**config.mk**
```make
export PLATFORM = sky130hd
export DESIGN_NAME = cidt_decoder
export DESIGN_NICKNAME = d
export VERILOG_FILES = /design/src/design/cidt_phase_gen.v /design/src/design/cidt_decoder.v
export VERILOG_INCLUDE_DIRS = /design/src /design/src/shared
export SDC_FILE = /design/constraint.sdc
export NUM_CORES = 1
export LEC_CHECK = 0
export BUFFER_PORTS_ARGS = -buffer_cell sky130_fd_sc_hd__buf_2
export CAP_MARGIN = 20
export CELL_PAD_IN_SITES_DETAIL_PLACEMENT = 1
export CELL_PAD_IN_SITES_GLOBAL_PLACEMENT = 1
export CORE_UTILIZATION = 36
export CTS_BUF_LIST = sky130_fd_sc_hd__clkbuf_4 sky130_fd_sc_hd__clkbuf_8 sky130_fd_sc_hd__clkbuf_16
export DETAILED_ROUTE_END_ITERATION = 6
export GPL_TIMING_DRIVEN = 0
export PLACE_DENSITY_LB_ADDON = 0.15
export SLEW_MARGIN = 20
export SYNTH_ARGS = -nofsm -noshare
export SYNTH_HDL_FRONTEND = slang
export SYNTH_SLANG_ARGS = --single-unit
```
**constraint.sdc**
```tcl
create_clock -name sys_clk -period 2.4 [get_ports sys_clk]
set_input_delay 0.48 -clock sys_clk [delete_from_list [all_inputs] [get_ports sys_clk]]
set_output_delay 0.48 -clock sys_clk [all_outputs]
set_load 0.02 [all_outputs]
```
**src/shared/cidt_defs.vh**
```
// Constants for the instruction decode and cycle timing block
`ifndef CIDT_DEFS_VH
`define CIDT_DEFS_VH
`define CIDT_IW           14
`define CIDT_PH_LAST      2'h3
`define CIDT_PH_FIRST     2'h0
`define CIDT_PH_STEP      2'h1
`define CIDT_NOP          14'h0000
`define CIDT_FAM_BYTE     2'h0
`define CIDT_FAM_BIT      2'h1
`define CIDT_FAM_LIT      2'h2
`define CIDT_TOP2_BYTE    2'h0
`define CIDT_TOP2_BIT     2'h1
`define CIDT_TOP6_MISC    6'h00
`define CIDT_TOP6_DECSKP  6'h0b
`define CIDT_TOP6_INCSKP  6'h0f
`define CIDT_TOP6_EXITLIT 6'h34
`define CIDT_TOP5_RELJMP  5'h19
`define CIDT_TOP3_CALL    3'h4
`define CIDT_TOP3_ABSJMP  3'h5
`define CIDT_BITOP_CLR    4'h4
`define CIDT_BITOP_SET    4'h5
`define CIDT_BITOP_SKCLR  4'h6
`define CIDT_BITOP_SKSET  4'h7
`define CIDT_LOW7_RETURN  7'h08
`define CIDT_LOW7_INTEXIT 7'h09
`define CIDT_LOW7_CALLACC 7'h0a
`define CIDT_LOW7_ACCJMP  7'h0b
`define CIDT_IND_REG0     7'h00
`define CIDT_IND_REG1     7'h01
`define CIDT_FADDR_MAX    7'h7f
`define CIDT_BIT_CNT      32'h8
`define CIDT_F_TOP6       13:8
`define CIDT_F_TOP5       13:9
`define CIDT_F_TOP4       13:10
`define CIDT_F_TOP3       13:11
`define CIDT_F_TOP2       13:12
`define CIDT_F_BSEL       9:7
`define CIDT_F_FADDR      6:0
`define CIDT_F_DEST       7
`define CIDT_F_PTR        0
`endif

```
**src/design/cidt_phase_gen.v**
```verilog
// Four-phase instruction cycle sequencer
`timescale 1ns/10ps
`include "cidt_defs.vh"
module cidt_phase_gen
(
  input  wire       sys_clk,
  input  wire       arst_n,
  output reg  [1:0] phase_ff,
  output reg        cyc_end_ff
);
  wire [1:0] nxt_phase;

  assign nxt_phase = phase_ff + `CIDT_PH_STEP;

  always @(posedge sys_clk or negedge arst_n)
  begin
    if (!arst_n)
    begin
      phase_ff   <= `CIDT_PH_FIRST;
      cyc_end_ff <= 1'b0;
    end
    else
    begin
      phase_ff   <= nxt_phase;
      // High during the last of the four clocks
      cyc_end_ff <= (nxt_phase == `CIDT_PH_LAST);
    end
  end
endmodule

```
**src/design/cidt_decoder.v**
```verilog
// Instruction decoder and instruction cycle timing
//
// Behaviour
// - One 14-bit word holds opcode and operands
// - Sort opcodes into byte, bit, literal/control
// - Single cycle unless a listed exception
// - Both call forms take two cycles
// - All three return forms take two cycles
// - Jumps and taken skips take two cycles
// - Indirect access to program memory adds one
// - Instruction cycle is four clock periods
// - File operand always read; stored only for file-destination byte ops and bit clear/set
// - Destination bit zero accumulator, one file
// - File address spans 0x00 to 0x7F
// - Bit operand picks one of eight bits
// - Pointer number selects pointer zero or one
// - Don't-care word bits ignored by decode
`timescale 1ns/10ps
`include "cidt_defs.vh"
module cidt_decoder
(
  input  wire                   sys_clk,
  input  wire                   arst_n,
  input  wire [`CIDT_IW-1:0]    instr_word,
  input  wire                   skip_hit,
  input  wire                   fp0_in_pm,
  input  wire                   fp1_in_pm,
  output wire [1:0]             cyc_phase,
  output wire                   cyc_end,
  output reg                    word_take_ff,
  output reg                    exec_valid_ff,
  output reg                    idle_cycle_ff,
  output reg                    extra_cycle_ff,
  output reg  [1:0]             op_family_ff,
  output reg                    file_rd_ff,
  output reg                    file_wr_ff,
  output reg                    acc_wr_ff,
  output reg  [6:0]             reg_addr_ff,
  output reg  [7:0]             bit_mask_ff,
  output reg                    ptr_num_ff,
  output reg                    ind_access_ff,
  output reg                    flow_change_ff
);
  localparam [2:0] ST_EXEC = 3'b001;
  localparam [2:0] ST_XTRA = 3'b010;
  localparam [2:0] ST_IDLE = 3'b100;

  reg  [`CIDT_IW-1:0] ir_ff;
  reg  [2:0]          state_ff;
  reg  [2:0]          nxt_state;
  reg                 nxt_take;

  // Opcode and operand fields of the held word
  wire [5:0] top6     = ir_ff[`CIDT_F_TOP6];
  wire [4:0] top5     = ir_ff[`CIDT_F_TOP5];
  wire [3:0] top4     = ir_ff[`CIDT_F_TOP4];
  wire [2:0] top3     = ir_ff[`CIDT_F_TOP3];
  wire [1:0] top2     = ir_ff[`CIDT_F_TOP2];
  wire [6:0] faddr    = ir_ff[`CIDT_F_FADDR];
  wire [2:0] bsel     = ir_ff[`CIDT_F_BSEL];
  wire       dest_sel = ir_ff[`CIDT_F_DEST];
  wire       ptr_sel  = faddr[`CIDT_F_PTR];

  // Four clocks per instruction cycle
  cidt_phase_gen u_phase
  (
    .sys_clk    (sys_clk),
    .arst_n     (arst_n),
    .phase_ff   (cyc_phase),
    .cyc_end_ff (cyc_end)
  );

  // Family sort; misc control words live under byte prefix
  wire is_misc   = (top6 == `CIDT_TOP6_MISC) && !dest_sel;
  wire is_byte   = (top2 == `CIDT_TOP2_BYTE) && !is_misc;
  wire is_bit    = (top2 == `CIDT_TOP2_BIT);
  wire [1:0] fam = is_byte ? `CIDT_FAM_BYTE :
                   is_bit  ? `CIDT_FAM_BIT  : `CIDT_FAM_LIT;

  // Only significant bits compared; operand bits are don't care
  wire op_call    = (top3 == `CIDT_TOP3_CALL);
  wire op_callacc = is_misc && (faddr == `CIDT_LOW7_CALLACC);
  wire op_ret     = is_misc && (faddr == `CIDT_LOW7_RETURN);
  wire op_intexit = is_misc && (faddr == `CIDT_LOW7_INTEXIT);
  wire op_exitlit = (top6 == `CIDT_TOP6_EXITLIT);
  wire op_absjmp  = (top3 == `CIDT_TOP3_ABSJMP);
  wire op_reljmp  = (top5 == `CIDT_TOP5_RELJMP);
  wire op_accjmp  = is_misc && (faddr == `CIDT_LOW7_ACCJMP);
  wire op_skip    = (top4 == `CIDT_BITOP_SKCLR) ||
                    (top4 == `CIDT_BITOP_SKSET) ||
                    (top6 == `CIDT_TOP6_DECSKP) ||
                    (top6 == `CIDT_TOP6_INCSKP);
  wire bit_write  = (top4 == `CIDT_BITOP_CLR) || (top4 == `CIDT_BITOP_SET);

  // Skip counts as two cycles only once its test hits
  wire call_two = op_call || op_callacc;
  wire ret_two  = op_ret || op_exitlit || op_intexit;
  wire jmp_two  = op_absjmp || op_reljmp || op_accjmp;
  wire skip_two = op_skip && skip_hit;
  wire two_cyc  = call_two || ret_two || jmp_two || skip_two;

  // File operand present for byte and bit families
  wire file_ref = is_byte || is_bit;
  wire ind_ref  = file_ref && ((faddr == `CIDT_IND_REG0) ||
                               (faddr == `CIDT_IND_REG1));
  // Pointer bit of the address picks the pointer under test
  wire ind_pm   = ind_ref && (ptr_sel ? fp1_in_pm : fp0_in_pm);

  // Cycle sequencing at each instruction cycle boundary
  always @*
  begin
    nxt_state = state_ff;
    nxt_take  = 1'b0;
    if (cyc_end)
    begin
      case (state_ff)
        ST_EXEC:
        begin
          if (ind_pm)
            nxt_state = ST_XTRA;
          else if (two_cyc)
            nxt_state = ST_IDLE;
          else
            nxt_take  = 1'b1;
        end
        ST_XTRA:
        begin
          // Skip test sampled again; flush follows the extra cycle
          if (two_cyc)
            nxt_state = ST_IDLE;
          else
          begin
            nxt_state = ST_EXEC;
            nxt_take  = 1'b1;
          end
        end
        ST_IDLE:
        begin
          // Word fetched during the flow change never executes
          nxt_state = ST_EXEC;
          nxt_take  = 1'b1;
        end
        default:
        begin
          nxt_state = ST_EXEC;
          nxt_take  = 1'b1;
        end
      endcase
    end
  end

  always @(posedge sys_clk or negedge arst_n)
  begin
    if (!arst_n)
    begin
      state_ff     <= ST_EXEC;
      ir_ff        <= `CIDT_NOP;
      word_take_ff <= 1'b0;
    end
    else
    begin
      state_ff     <= nxt_state;
      word_take_ff <= nxt_take;
      // Word fetched during a flow change is dropped
      if (nxt_take)
        ir_ff <= instr_word;
    end
  end

  // Per-bit target select for bit operations
  wire [7:0] nxt_mask;
  genvar gi;
  generate
    for (gi = 0; gi < `CIDT_BIT_CNT; gi = gi + 1)
    begin : g_mask
      assign nxt_mask[gi] = is_bit && (bsel == gi);
    end
  endgenerate

  // Execute qualifiers only in the held word's own cycle
  wire run = (state_ff == ST_EXEC);

  always @(posedge sys_clk or negedge arst_n)
  begin
    if (!arst_n)
    begin
      exec_valid_ff  <= 1'b0;
      idle_cycle_ff  <= 1'b0;
      extra_cycle_ff <= 1'b0;
      op_family_ff   <= `CIDT_FAM_LIT;
      file_rd_ff     <= 1'b0;
      file_wr_ff     <= 1'b0;
      acc_wr_ff      <= 1'b0;
      reg_addr_ff    <= `CIDT_IND_REG0;
      bit_mask_ff    <= 8'h00;
      ptr_num_ff     <= 1'b0;
      ind_access_ff  <= 1'b0;
      flow_change_ff <= 1'b0;
    end
    else
    begin
      exec_valid_ff  <= run;
      idle_cycle_ff  <= (state_ff == ST_IDLE);
      extra_cycle_ff <= (state_ff == ST_XTRA);
      op_family_ff   <= fam;
      // Read issued for every file operand, even write-only
      file_rd_ff     <= run && file_ref;
      // Destination select: 1 back to file, 0 to accumulator
      file_wr_ff     <= run && ((is_byte && dest_sel) ||
                                (is_bit && bit_write));
      acc_wr_ff      <= run && is_byte && !dest_sel;
      // Operand fields follow the held word, idle cycles included
      reg_addr_ff    <= faddr & `CIDT_FADDR_MAX;
      bit_mask_ff    <= nxt_mask;
      ptr_num_ff     <= ptr_sel;
      ind_access_ff  <= ind_ref;
      flow_change_ff <= run && two_cyc;
    end
  end
endmodule

```
; Word level (Yosys, flattened, before mapping)
; Index checks and enable logic that the tools add are counted.
[word_totals]
in_bits = 19
ff_bits = 47
output_inout_bits = 30
elab_cells = 103
[classes]
n_eq_ne = 28
mux = 11
addsub = 1
n_reduce_logical = 46
[op_table]
columns = op, n
row1 = $eq A7 B4 Y1 const B, 4
row2 = $logic_and A1 B1 Y1, 24
row3 = $eq A3 B3 Y1 const B, 7
row4 = $eq A4 B3 Y1 const B, 4
row5 = $logic_or A1 B1 Y1, 15
row6 = $eq A6 B4 Y1 const B, 2
row7 = $eq A3 B2 Y1 const B, 3
row8 = $mux W3, 3
row9 = $eq A7 B1 Y1 const B, 1
row10 = $logic_not A7 Y1, 1
row11 = $eq A3 B1 Y1 const B, 2
row12 = $eq A6 B6 Y1 const B, 1
row13 = $logic_not A6 Y1, 1
row14 = $pmux W3 S2, 1
row15 = $eq A5 B5 Y1 const B, 1
row16 = $mux W1, 4
row17 = $mux W2, 2
row18 = $logic_not A3 Y1, 1
row19 = $ne A3 B3 Y1 const B, 1
row20 = $add A2 B1 Y2 const B, 1
row21 = $eq A2 B1 Y1 const B, 1
row22 = $eq A2 B2 Y1 const B, 1
row23 = $logic_not A1 Y1, 2
row24 = $logic_not A2 Y1, 1
row25 = 2 further kinds, 2

; Longest topological paths before layout
; Gate-level depths: netlist of run 1.
[logic_depth]
ltp_word = 12
mapped_depth = 7
mapped_depth_nobuf = 6

; Hierarchy
; From an unflattened synthesis of run 1, not the netlist that was laid out.
[unflattened]
hier_cells = 122
area_unflattened_um2 = 1770.4
[by_module_without_submodules]
columns = mod, seq_area_each_um2, cells_per_inst, area_per_inst_um2, n_inst
row1 = cidt_decoder, 1078.5, 116, 1675.4, 1
row2 = cidt_phase_gen, 75.1, 6, 95.1, 1

; Worst setup path after synthesis of run 1
; Ideal clock, no wire load.
[synth_timing]
kind = reg-to-reg
startpoint = reg ir_ff[2]
endpoint = reg ir_ff[10]
path_slack_ns = 0.096
path_buffers = 1
setup_ns = 0.125
required_ns = 2.275
stages_incl_launch_ff = 7
synth_period_minus_slack_ns = 2.304
arrival_ns = 2.179
cell_sequence = dfrtp_1 or4_1 or4_4 o211ai_2 o32ai_2 buf_6 mux2_4
[synth_via]
elab_chain_len = 11
word_cells_on_any_way = 24
cone_classes = eq/ne: 5 / mux: 4 / reduce/logical: 15
[synth_lines]
columns = element, line_no
row1 = from (decl), cidt_decoder.v:48  ; reg [`CIDT_IW-1:0] ir_ff;
row2 = from (signal assigned), cidt_decoder.v:157  ; ir_ff <= `CIDT_NOP;
row3 = from (signal assigned), cidt_decoder.v:166  ; ir_ff <= instr_word;
row4 = $eq A7 B4 Y1 (no line), -
row5 = $logic_and A1 B1 Y1, cidt_decoder.v:83  ; wire op_ret = is_misc && (faddr == `CIDT_LOW7_RETURN);
row6 = $logic_or A1 B1 Y1 (2 in a row), cidt_decoder.v:97  ; wire ret_two = op_ret || op_exitlit || op_intexit;
row7 = $logic_or A1 B1 Y1 (3 in a row), cidt_decoder.v:100  ; wire two_cyc = call_two || ret_two || jmp_two || skip_two;
row8 = $mux W1, "cidt_decoder.v:121, cidt_decoder.v:129"
row9 = $mux W1, cidt_decoder.v:119  ; if (ind_pm)
row10 = $pmux W1 S2 (*), cidt_decoder.v:116  ; case (state_ff)
row11 = $mux W1 (*), cidt_decoder.v:114  ; if (cyc_end)
row12 = net nxt_take, cidt_decoder.v:51  ; reg nxt_take;
; Mark *: on every way through the listed nets, which the timed path passes. The rest lies on a longest branch.
; A chain may end at the register's enable or synchronous reset.

; Worst setup path in the final report of run 1
[layout_timing]
startpoint = reg ir_ff[4]
endpoint = reg ir_ff[5]
; The elaborated chain is that of the path after synthesis.

==> key figures, run 1 <==
Status
  • Outcome: finished clean

Clocking
  • Clock latency on the worst-skew pair: around 0.29 ns
  • Clock root buffer: sky130_fd_sc_hd__clkbuf_8
  • H-Tree Level Count: 2
  • Maximum buffer depth of the clock tree: 2
  • Hold_buf cts: 0
  • Clock Sink Count: 46
  • Clk pin slew, worst setup/hold paths: 0.08 ns
  • Clock tree from TritonCTS: done
  • Cts bufs inserted: 5

Hold path
  • Kind of path behind the tightest hold check: in2async

Floorplan
  • Number of placement rows: 24
  • Core Area: 0.00450 mm2
  • Chip height: about 71 um
  • Die Outline Area: 0.00511 mm2
  • Horizontal extent of the die: a little over 70 um
  • Top-Level Pins: just under 50
  • Initial Utilization: 0.386

Global route
  • Global router's overall resource usage: 0.158
  • First-pass GRT wire length: ~6 mm
  • Pin count of the biggest net entering global routing: 47
  • Antenna violations before repair: 0
  • Via count of the first global-routing pass: 1249
  • Remaining global-route overflow: 0

Setup path
  • Setup Crit Path Kind: reg2reg
  • Critical path arrival: approximately 2.5 ns
  • Reg2Reg Setup Slack: 0.05 ns
  • Data required time of the worst path: 2.58 ns
  • Type of destination of the critical path: flip-flop
  • Crit-path max FO: 5
  • Type of origin of the critical path: flip-flop

Cells and area
  • Final core utilization: 0.499
  • Fraction of layout cells with a size suffix above 1: 0.476
  • Net count of the finished layout: 204
  • Count of fill cells added during filler insertion: approximately 480
  • Area Overhead vs Synth: 29.5%
  • Footprint of the multi-input gates: 574 um2
  • ANT cells: 0
  • Sequential cell area in the final layout: 0.00115 mm2

Timing
  • Fin crit share: 0.978
  • Maximum clock frequency: 426 MHz
  • Setup repair after global routing missed its margin: false
  • Minimum period implied by the final worst setup slack: 2.35 ns
  • Actual slew at the worst max-slew pin: 0.586 ns
  • Slew headroom: 0.609
  • Endpoints failing hold: 0
  • Worst clock skew: about 0.0054 ns
  • Number of setup violations in the final report: 0
  • Tightest hold margin: approximately 0.18 ns
  • Pins over their slew limit: 0

Logic synthesis
  • Mapped Nets: between 100 and 150
  • Mux contribution to synthesized area: 0.128
  • Cell count after synthesis: 123
  • Area share of and/or/nand/nor cells after synthesis: 0.107
  • Biggest area contributors in the synthesized netlist: sky130_fd_sc_hd__dfrtp_1 (63%), sky130_fd_sc_hd__mux2_4 (7.8%), sky130_fd_sc_hd__mux2_2 (3.9%)
  • Proportion of synthesized chip area in sequential cells: 0.664
  • Ranking of synthesized cells by instance count: sky130_fd_sc_hd__dfrtp_1 (44), sky130_fd_sc_hd__mux2_4 (9), sky130_fd_sc_hd__nor2_1 (8)
  • Cell type with the largest total area after synthesis: sky130_fd_sc_hd__dfrtp_1
  • Synthesized cell area: 0.00174 mm2
  • Number of distinct library cell variants in the gate-level netlist after synthesis: 30
  • Most frequent cell after synthesis: sky130_fd_sc_hd__dfrtp_1
  • Xor/xnor cell area share of the yosys netlist: 0
  • Fraction of synthesis flops using an asynchronous set or reset pin: 1.00
  • Largest family of logic cells by synthesized area: multiplexers
  • Per-instance average area after synthesis: 14.1 um2
  • Number of enable-type register cells in the synthesized netlist: 0
  • Most used flip-flop cell after synthesis: sky130_fd_sc_hd__dfrtp_1
  • Synthesis warning total: 0
  • Area share of the largest cell type after synthesis: 0.634
  • Number of synthesized register bits: 46
  • Synthesized-area fraction occupied by ao, oa, aoi and oai cells: 0.0627
  • Post-Synth Adder-Cell Area: 0.00720

Drt
  • Vias post-DR: 1181
  • Number of iterations in the first detailed-routing pass: 3
  • Total DRC errors in the routed layout: 0
  • First-iteration detailed-routing DRC count: 44
  • Routed Antenna Nets: 0
  • DR WL met3: between 150 and 200 um
  • Wire length the detailed router placed on met1: 1.53 mm
  • Uppermost routed layer: met4
  • Avg Vias per Cell: 4.98
  • DR WL met2: 1.95 mm
  • Average wire per standard cell: about 16 um
  • Drt total wl: 3.74 mm

Pwr
  • IR drop worst, VDD: roughly 0.51 mV
  • Leakage component of the power: ~1.1 nW
  • Total power divided by cell area: 1200 mW/mm2

Placed design
  • HPWL after detailed placement: 2.52 mm
  • Routability congestion estimate: 0.683
  • Number of input and output port buffers inserted: 48

Flow run
  • Number of max-cap violations: 0
[cells by family after synthesis]
family / count (synthesis)
fa+ha+maj: 1
flops: 46
compound gates: 14
buf+inv: 11
mux: 17
simple gates: 34
[sequential cells by signal, indices dropped and copies added (netlist names)]
name and flops:
op_family_ff 2, extra_cycle_ff 1, file_wr_ff 1, idle_cycle_ff 1, exec_valid_ff 1, u_phase.cyc_end_ff 1
reg_addr_ff 7, state_ff 3, ir_ff 14, flow_change_ff 1, bit_mask_ff 8, u_phase.phase_ff 2
word_take_ff 1, ind_access_ff 1, acc_wr_ff 1, file_rd_ff 1
[timing repair]
item	4_1_cts	5_1_grt
buffers inserted	4	0
setup endpoints to repair	9	14
pin swaps	3	0
cloned	1	0
gates resized for setup	4	5
[cells in the final DEF (no fill, tap or decap)]
master,netlist,layout
sky130_fd_sc_hd__nor3b_1,3,3
sky130_fd_sc_hd__mux2_2,6,6
sky130_fd_sc_hd__or4_1,2,1
sky130_fd_sc_hd__buf_2,0,48
sky130_fd_sc_hd__or4_4,1,2
sky130_fd_sc_hd__dfrtp_1,44,44
sky130_fd_sc_hd__clkbuf_1,2,2
sky130_fd_sc_hd__a21boi_0,1,1
sky130_fd_sc_hd__mux2_4,9,9
sky130_fd_sc_hd__nor3_1,6,6
sky130_fd_sc_hd__o32ai_4,0,1
sky130_fd_sc_hd__clkbuf_8,0,6
sky130_fd_sc_hd__dfstp_2,2,2
sky130_fd_sc_hd__buf_16,0,1
sky130_fd_sc_hd__a221oi_4,0,1
sky130_fd_sc_hd__nor4_1,3,2
sky130_fd_sc_hd__a31oi_1,1,1
sky130_fd_sc_hd__nand4_1,1,1
sky130_fd_sc_hd__nor2b_1,2,2
sky130_fd_sc_hd__and2_1,2,2
sky130_fd_sc_hd__nor4_2,0,1
sky130_fd_sc_hd__inv_1,7,7
sky130_fd_sc_hd__nand2_1,4,4
sky130_fd_sc_hd__nand2b_1,2,2
sky130_fd_sc_hd__buf_4,1,5
sky130_fd_sc_hd__clkinv_2,0,1
sky130_fd_sc_hd__a21oi_1,1,1
sky130_fd_sc_hd__nor2_1,8,8
sky130_fd_sc_hd__mux2i_1,2,2
sky130_fd_sc_hd__o21ai_0,3,2
sky130_fd_sc_hd__ha_1,1,1
sky130_fd_sc_hd__a21o_1,4,4
sky130_fd_sc_hd__a22oi_2,0,1
sky130_fd_sc_hd__buf_6,1,2
sky130_fd_sc_hd__o211ai_2,1,1
sky130_fd_sc_hd__clkbuf_4,0,1
sky130_fd_sc_hd__o21ai_1,0,1
[area by class of cell]
class | instances | share of cell area
Buffer | 4 | 0.0117
Inverter | 7 | 0.0117
Multi-Input combinational cell | 66 | 0.255
Sequential cell | 46 | 0.513
Clock inverter | 1 | 0.00222
Tap cell | 52 | 0.0289
Clock buffer | 7 | 0.0400
Timing Repair Buffer | 54 | 0.137
[final timing paths]
| kind | startpoint | endpoint | cells past startpoint |
|---|---|---|---|
| worst max-delay path | ir_ff[4] | ir_ff[5] | 6 |
| worst min-delay path | arst_n | bit_mask_ff[2] | 1 |
| worst max register to register | ir_ff[4] | ir_ff[5] | 6 |
| worst min register to register | ir_ff[0] | reg_addr_ff[0] | 0 |
| max in group asynchronous | arst_n | ir_ff[11] | 2 |
| min in group sys_clk | instr_word[8] | ir_ff[8] | 2 |
[critical path, stage by stage (launching register included)]
cell and delay, ns:
sky130_fd_sc_hd__dfrtp_1 0.43, sky130_fd_sc_hd__or4_4 0.50, sky130_fd_sc_hd__or4_4 0.46, sky130_fd_sc_hd__o211ai_2 0.23, sky130_fd_sc_hd__o32ai_4 0.14, sky130_fd_sc_hd__buf_6 0.17
sky130_fd_sc_hd__mux2_4 0.29
[metrics by stage]
step / setup slack [ns] / setup TNS, ns / cells / power [mW] / area [um2]
4_1_cts: 0.0440 / 0 / 236 / 2.70 / 2190
2_1_floorplan: 0.0958 / 0 / 123 / 1.84 / 1740
3_3_place_gp: -0.0542 / -0.471 / 223 / 2.11 / 2040
5_1_grt: 0.00121 / 0 / 237 / 2.89 / 2250
6_report: 0.0539 / 0 / 237 / 2.71 / 2250
3_5_place_dp: -0.0799 / -0.656 / 223 / 2.15 / 2040
[metal layers]
layer,track usage,vias up
met5,0,-
met4,0.0654,0
met3,0.0520,6
met2,0.271,35
met1,0.184,590
li1,-,550
[power by group]
part | internal [mW] | leakage (nW) | switching, mW
clock network | 0.244 | 0.0517 | 0.242
logic | 0.417 | 0.508 | 0.568
registers | 1.06 | 0.575 | 0.183
(Power assumes the default switching activity.)
==> run 2: changes to the inputs <==
--- a/config.mk
+++ b/config.mk
@@ -10,7 +10,7 @@
 export CAP_MARGIN = 20
 export CELL_PAD_IN_SITES_DETAIL_PLACEMENT = 1
 export CELL_PAD_IN_SITES_GLOBAL_PLACEMENT = 1
-export CORE_UTILIZATION = 36
+export CORE_UTILIZATION = 43
 export CTS_BUF_LIST = sky130_fd_sc_hd__clkbuf_4 sky130_fd_sc_hd__clkbuf_8 sky130_fd_sc_hd__clkbuf_16
 export DETAILED_ROUTE_END_ITERATION = 6
 export GPL_TIMING_DRIVEN = 0
==> constraint.sdc (replaced) <==
create_clock -name sys_clk -period 2.8 [get_ports sys_clk]
set_input_delay 0.56 -clock sys_clk [delete_from_list [all_inputs] [get_ports sys_clk]]
set_output_delay 0.56 -clock sys_clk [all_outputs]
set_load 0.02 [all_outputs]
==> run 2 against run 1 <==
Net effect:
- design area shrank 5.2%
- critical path depth is the same
- hold slack gained 0.23 ns
- via count shrank 4.7%
- non-clock buffer count shrank 6
- global-route usage grew 2.0 points
- wire length shrank 14%
- setup slack gained 0.29 ns
- sequential power shrank 15%
- critical endpoint is now ir_ff[6]
==> key figures, run 2 (synthesis results as in run 1) <==
Status
  • Outcome: finished clean

Floorplan
  • Die Outline Area: 0.00430 mm2 (-16%)
  • Horizontal extent of the die: 65.6 um (-8.3%)
  • Initial Utilization: 0.461 (+0.0750)
  • Top-Level Pins: 49 (unchanged)
  • Core Area: 0.00377 mm2 (-16%)
  • Number of placement rows: 22 (-8.3%)
  • Chip height: 65.6 um (-8.3%)

Setup path
  • Length in cells of the worst reg-to-reg path: 6 (unchanged)
  • Critical path arrival: 2.63 ns (+0.10 ns)
  • Crit-path max FO: 10 (+5)
  • R2R Path Start: ir_ff[2]
  • Type of origin of the critical path: flip-flop
  • Data required time of the worst path: 2.98 ns (+0.40 ns)
  • Reg2Reg Setup Slack: 0.35 ns (+0.29 ns)
  • Critical path's slowest cell: sky130_fd_sc_hd__or4_1
  • Setup Crit Path Kind: reg2reg
  • Worst r2r dst: ir_ff[6]
  • Cell class contributing the biggest share of worst-path delay: simple AND/OR/NAND/NOR gates
  • Type of destination of the critical path: flip-flop
  • Cell Chain, Critical Path: or4_1 > or4_4 > o211ai_2 > o32ai_2 > buf_6 > mux2_4
  • Worst setup startpoint: ir_ff[2]
  • Bufs and invs on worst path: 1 (unchanged)
  • Max incr delay on CP: 0.56 ns (+0.06 ns)

Placed design
  • Number of instances in the placed design: 219 (-1.8%)
  • HPWL after detailed placement: 2.36 mm (-6.3%)
  • Number of input and output port buffers inserted: 48 (unchanged)
  • Routability congestion estimate: 0.748 (+9.6%)
  • Placement-stage worst setup slack: 0.350 ns (+0.430 ns)
  • Instance area at placement: 0.00204 mm2 (-0.25%)

Cells and area
  • Fraction of layout cells with a size suffix above 1: 0.436 (-0.0399)
  • Final core utilization: 0.565 (+0.0659)
  • Most frequent cells in the layout: sky130_fd_sc_hd__buf_2 (48), sky130_fd_sc_hd__dfrtp_1 (44), sky130_fd_sc_hd__mux2_4 (9)
  • Largest Register: ir_ff
  • Layout Cells excl Fill: 227 (-4.2%)
  • Flip-flop count of the largest register after layout: 14 (unchanged)
  • Area Overhead vs Synth: 22.8%
  • Most common library cell in the layout ignoring fill and taps: sky130_fd_sc_hd__buf_2
  • Regs by FF count: ir_ff: 14 flops, bit_mask_ff: 8 flops, reg_addr_ff: 7 flops
  • Net count of the finished layout: 198 (-2.9%)
  • ANT cells: 0 (unchanged)
  • Post-route cell area: 0.00213 mm2 (-5.2%)

Timing
  • Pins over their slew limit: 0 (unchanged)
  • Actual slew at the worst max-slew pin: 0.960 ns (+0.373 ns)
  • Final setup margin: 0.347 ns (+0.293 ns)
  • Maximum clock frequency: 408 MHz (-4.4%)
  • Post-Route Setup TNS: 0 ns (unchanged)
  • Fin crit share: 0.876 (-0.101)
  • Setup repair after global routing missed its margin: false
  • Slew headroom: 0.360 (-0.249)
  • Endpoints failing hold: 0 (unchanged)
  • Number of setup violations in the final report: 0 (unchanged)
  • Minimum period implied by the final worst setup slack: 2.45 ns (+0.107 ns)
  • Worst clock skew: 0.00821 ns (+0.00277 ns)

Drt
  • Avg Vias per Cell: 4.96 (-0.46%)
  • Total DRC errors in the routed layout: 0 (unchanged)
  • Drt total wl: 3.23 mm (-14%)
  • Average wire per standard cell: 14.2 um (-9.8%)
  • Vias post-DR: 1126 (-4.7%)
  • First-iteration detailed-routing DRC count: 39 (-11%)
  • Routed Antenna Nets: 0 (unchanged)
  • Number of iterations in the first detailed-routing pass: 4 (+1)

Pwr
  • Combinational cell fraction of total power: 0.342 (-0.021)
  • Net switching power: 0.801 mW (-19%)
  • IR drop worst, VDD: 0.642 mV (+25%)
  • Switching fraction of total power: 0.358 (-0.00854)
  • Power share of the sequential group: 0.476 (+0.018)
  • Fraction of power consumed by the clock network: 0.183 (+0.004)
  • Internal power: 1.44 mW (-16%)
  • Total power divided by cell area: 1050 mW/mm2 (-13%)
  • Leakage component of the power: 1.09 nW (-4.1%)

Global route
  • First-pass GRT wire length: 5.52 mm (-9.1%)
  • Via count of the first global-routing pass: 1166 (-6.6%)
  • Antenna violations before repair: 0 (unchanged)
  • Remaining global-route overflow: 0 (unchanged)
  • Global router's overall resource usage: 0.178 (+0.0196)
  • Pin count of the biggest net entering global routing: 47 (unchanged)

Clocking
  • Clock tree from TritonCTS: done
  • Setup repair bufs after CTS: 0 (-4)
  • Clock root buffer: sky130_fd_sc_hd__clkbuf_8
  • Hold_buf cts: 0 (unchanged)
  • Clk pin slew, worst setup/hold paths: 0.08 ns (about the same)
  • Clock Sink Count: 46 (unchanged)
  • Post-cts resize count: 0 (-4)
  • Maximum buffer depth of the clock tree: 2 (unchanged)
  • Cts bufs inserted: 5 (unchanged)
  • Clock latency on the worst-skew pair: 0.30 ns (about the same)
  • H-Tree Level Count: 2 (unchanged)

Flow run
  • Number of max-cap violations: 0 (unchanged)

Hold path
  • Kind of path behind the tightest hold check: in2async
run 2: power groups by stage:
stage	combinational [mW]	sequential, mW	clock (mW)
after floorplan	0.385	1.19	0
after global placement	0.743	1.06	0
after detailed placement	0.766	1.08	0
after CTS	0.774	1.07	0.422
after global routing	0.831	1.10	0.450
final	0.765	1.06	0.408
run 2: how the worst max path moves through the flow:
stage	to	slack, ns	cells past startpoint
global placement	ir_ff[10]	0.35	6
CTS	ir_ff[6]	0.33	6
floorplan	ir_ff[10]	0.50	6
detailed placement	ir_ff[6]	0.35	6
global route	ir_ff[6]	0.20	7
finish	ir_ff[6]	0.35	6
run 2: area by class of cell:
cell class	count	area (um2)
inverter	7	26.3
multi-input combinational	66	531
fill	408	1640
tap	48	60.1
buffer	4	26.3
clock inverter	1	5.00
timing repair buffer	48	240
sequential	46	1150
clock buffer	7	90.1
run 2: metal layers:
layer | global-route usage | up-vias | part of all wire | wire length, um
met4 | 0.0897 | 0 | 0.021 | 69
met5 | 0 | - | 0 | 0
met2 | 0.290 | 34 | 0.51 | 1640
met3 | 0.0521 | 6 | 0.054 | 176
li1 | - | 533 | - | -
met1 | 0.214 | 553 | 0.42 | 1340
run 2: stage by stage:
| step | hold WS (ns) | total power [mW] |
|---|---|---|
| 6_report | 0.409 | 2.24 |
| 2_1_floorplan | 0.264 | 1.58 |
| 4_1_cts | 0.428 | 2.26 |
| 3_3_place_gp | 0.402 | 1.80 |
| 5_1_grt | 0.447 | 2.38 |
| 3_5_place_dp | 0.411 | 1.84 |
==> run 3: changes to the inputs <==
--- a/config.mk
+++ b/config.mk
@@ -6,13 +6,13 @@
 export SDC_FILE = /design/constraint.sdc
 export NUM_CORES = 1
 export LEC_CHECK = 0
-export BUFFER_PORTS_ARGS = -buffer_cell sky130_fd_sc_hd__buf_2
 export CAP_MARGIN = 20
 export CELL_PAD_IN_SITES_DETAIL_PLACEMENT = 1
 export CELL_PAD_IN_SITES_GLOBAL_PLACEMENT = 1
-export CORE_UTILIZATION = 43
+export CORE_UTILIZATION = 35
 export CTS_BUF_LIST = sky130_fd_sc_hd__clkbuf_4 sky130_fd_sc_hd__clkbuf_8 sky130_fd_sc_hd__clkbuf_16
 export DETAILED_ROUTE_END_ITERATION = 6
+export DONT_BUFFER_PORTS = 1
 export GPL_TIMING_DRIVEN = 0
 export PLACE_DENSITY_LB_ADDON = 0.15
 export SLEW_MARGIN = 20
==> run 3 against run 2 <==
Net effect:
- hold slack worse by 0.32 ns
- clock power is 47% higher
- final cell count is 12% lower
- die area is 22% higher
- design area is 7.0% lower
- largest power group unchanged
- non-clock buffer count is 47 lower
- fmax is 1.4% lower
- sequential share of layout area is 4.1 points higher
- setup slack worse by 0.036 ns
- global-route usage is 3.6 points lower
- count of clock-buffer cells in the layout is 1 lower
- power is 3.2% higher
==> key figures, run 3 (synthesis results as in run 1) <==
Status
  • Outcome: finished clean

Cells and area
  • Flip-flop count of the largest register after layout: 14 (unchanged)
  • Net count of the finished layout: 151 (-24%)
  • Most frequent cells in the layout: sky130_fd_sc_hd__dfrtp_1 (44), sky130_fd_sc_hd__mux2_4 (9), sky130_fd_sc_hd__nor2_1 (8)
  • Sequential cell area in the final layout: 0.00115 mm2 (unchanged)
  • Fraction of layout cells with a size suffix above 1: 0.235 (-0.201)
  • ANT cells: 0 (unchanged)
  • Largest Register: ir_ff
  • Layout Cells excl Fill: 199 (-12%)
  • Most common library cell in the layout ignoring fill and taps: sky130_fd_sc_hd__dfrtp_1
  • Area Overhead vs Synth: 14.2%
  • Footprint of the multi-input gates: 531 um2 (unchanged)
  • Regs by FF count: ir_ff: 14 flops, bit_mask_ff: 8 flops, reg_addr_ff: 7 flops
  • Count of fill cells added during filler insertion: 507 (+24%)

Floorplan
  • Initial Utilization: 0.365 (-0.0953)
  • Top-Level Pins: 49 (unchanged)
  • Number of placement rows: 25 (+14%)
  • Chip height: 72.4 um (+11%)
  • Core Area: 0.00475 mm2 (+26%)
  • Die Outline Area: 0.00525 mm2 (+22%)
  • Horizontal extent of the die: 72.4 um (+11%)

Pwr
  • Total power of the final layout: 2.31 mW (+3.2%)
  • Total power divided by cell area: 1160 mW/mm2 (+11%)
  • IR drop worst, VDD: 0.461 mV (-28%)
  • Leakage component of the power: 0.902 nW (-17%)

Placed design
  • Routability congestion estimate: 0.725 (-3.0%)
  • Number of instances in the placed design: 190 (-13%)
  • Number of input and output port buffers inserted: 0 (-100%)
  • HPWL after detailed placement: 2.21 mm (-6.5%)

Drt
  • Avg Vias per Cell: 4.91 (-0.92%)
  • Average wire per standard cell: 16.3 um (+14%)
  • Routed Antenna Nets: 0 (unchanged)
  • Wire length the detailed router placed on met1: 1.38 mm (+3.1%)
  • Drt total wl: 3.24 mm (+0.25%)
  • DR WL met2: 1.56 mm (-4.8%)
  • Total DRC errors in the routed layout: 0 (unchanged)
  • DR WL met3: 239 um (+36%)
  • First-iteration detailed-routing DRC count: 33 (-15%)
  • Vias post-DR: 978 (-13%)
  • Number of iterations in the first detailed-routing pass: 4 (unchanged)
  • Uppermost routed layer: met4

Clocking
  • Maximum buffer depth of the clock tree: 2 (unchanged)
  • Cts bufs inserted: 5 (unchanged)
  • Clock tree from TritonCTS: done
  • Post-cts resize count: 0 (unchanged)
  • Clk pin slew, worst setup/hold paths: 0.08 ns (about the same)
  • H-Tree Level Count: 2 (unchanged)
  • Clock root buffer: sky130_fd_sc_hd__clkbuf_8
  • Clock latency on the worst-skew pair: 0.30 ns (about the same)
  • Clock Sink Count: 46 (unchanged)

Timing
  • Worst clock skew: 0.00755 ns (-0.000666 ns)
  • Slew headroom: 0.617 (+0.257)
  • Pins over their slew limit: 0 (unchanged)
  • Post-Route Setup TNS: 0 ns (unchanged)
  • Actual slew at the worst max-slew pin: 0.574 ns (-0.385 ns)
  • Minimum period implied by the final worst setup slack: 2.49 ns (+0.0356 ns)
  • Setup repair after global routing missed its margin: false
  • Fin crit share: 0.889 (+0.0127)
  • Endpoints failing hold: 0 (unchanged)
  • Maximum clock frequency: 402 MHz (-1.4%)
  • Number of setup violations in the final report: 0 (unchanged)

Setup path
  • Critical path arrival: 2.68 ns (+0.05 ns)
  • Crit-path max FO: 10 (unchanged)
  • Type of destination of the critical path: flip-flop
  • Type of origin of the critical path: flip-flop
  • Data required time of the worst path: 2.99 ns (about the same)
  • Setup Crit Path Kind: reg2reg

Global route
  • Antenna violations before repair: 0 (unchanged)
  • First-pass GRT wire length: 5.37 mm (-2.8%)
  • Global router's overall resource usage: 0.142 (-0.0362)
  • Pin count of the biggest net entering global routing: 45 (-4.3%)
  • Remaining global-route overflow: 0 (unchanged)
  • Via count of the first global-routing pass: 1041 (-11%)

Flow run
  • Number of max-cap violations: 0 (unchanged)

Hold path
  • Kind of path behind the tightest hold check: in2async
==> run 3: cell types whose count changed in the layout (fill, tap and decap cells not counted) <==
cell / change
sky130_fd_sc_hd__buf_12: +1
sky130_fd_sc_hd__clkinv_2: -1
sky130_fd_sc_hd__bufinv_16: +2
sky130_fd_sc_hd__clkbuf_4: -1
sky130_fd_sc_hd__buf_2: -48
==> run 3: final timing paths <==
check	start	to	slack (ns)	cells after the start
max	ir_ff[2]	ir_ff[7]	0.31	6
min	arst_n	bit_mask_ff[0]	0.09	1
max reg2reg	ir_ff[2]	ir_ff[7]	0.31	6
min reg2reg	ir_ff[0]	reg_addr_ff[0]	0.43	0
max in group asynchronous	arst_n	reg_addr_ff[0]	2.50	1
min in group sys_clk	instr_word[10]	ir_ff[10]	0.40	1
==> run 3: repair_timing <==
item,4_1_cts,5_1_grt
hold buffers,1,0
hold endpoints to repair,44,0
buffers inserted,0,0
==> run 3: metal layers <==
layer  global-route usage  vias up
met5                    0        -
met4               0.0588        0
met3               0.0583        4
met2                0.231       40
met1                0.166      492
li1                     -      442
==> run 3: final cells by class <==
cell class | instances | share of cell area
Buffer | 4 | 0.0132
Sequential cell | 46 | 0.582
Tap cell | 67 | 0.0423
Clock buffer | 6 | 0.0416
Inverter | 7 | 0.0132
Clock inverter | 2 | 0.0303
Timing Repair Buffer | 1 | 0.0101
Multi-Input combinational cell | 66 | 0.268
==> run 3: metrics by stage <==
stage	utilization	setup WS [ns]	area, um2	hold slack, ns
after global placement	0.383	0.339	1820	0.265
after CTS	0.417	0.285	1980	0.0891
after floorplan	-	0.496	1740	0.264
after global routing	0.417	0.164	1980	0.0801
after detailed placement	0.383	0.306	1820	0.265
final	0.417	0.311	1980	0.0896
==> run 3: worst max-delay path: stages (launching register included) <==
cell and delay (ns):
sky130_fd_sc_hd__dfrtp_1 0.41, sky130_fd_sc_hd__or4_1 0.57, sky130_fd_sc_hd__or4_4 0.53, sky130_fd_sc_hd__o211ai_2 0.17
sky130_fd_sc_hd__o32ai_2 0.17, sky130_fd_sc_hd__buf_6 0.22, sky130_fd_sc_hd__mux2_4 0.30
==> run 3: power by group <==
| group | internal, mW | switching (mW) |
|---|---|---|
| Clock | 0.380 | 0.218 |
| Combinational | 0.233 | 0.243 |
| Sequential | 0.909 | 0.327 |
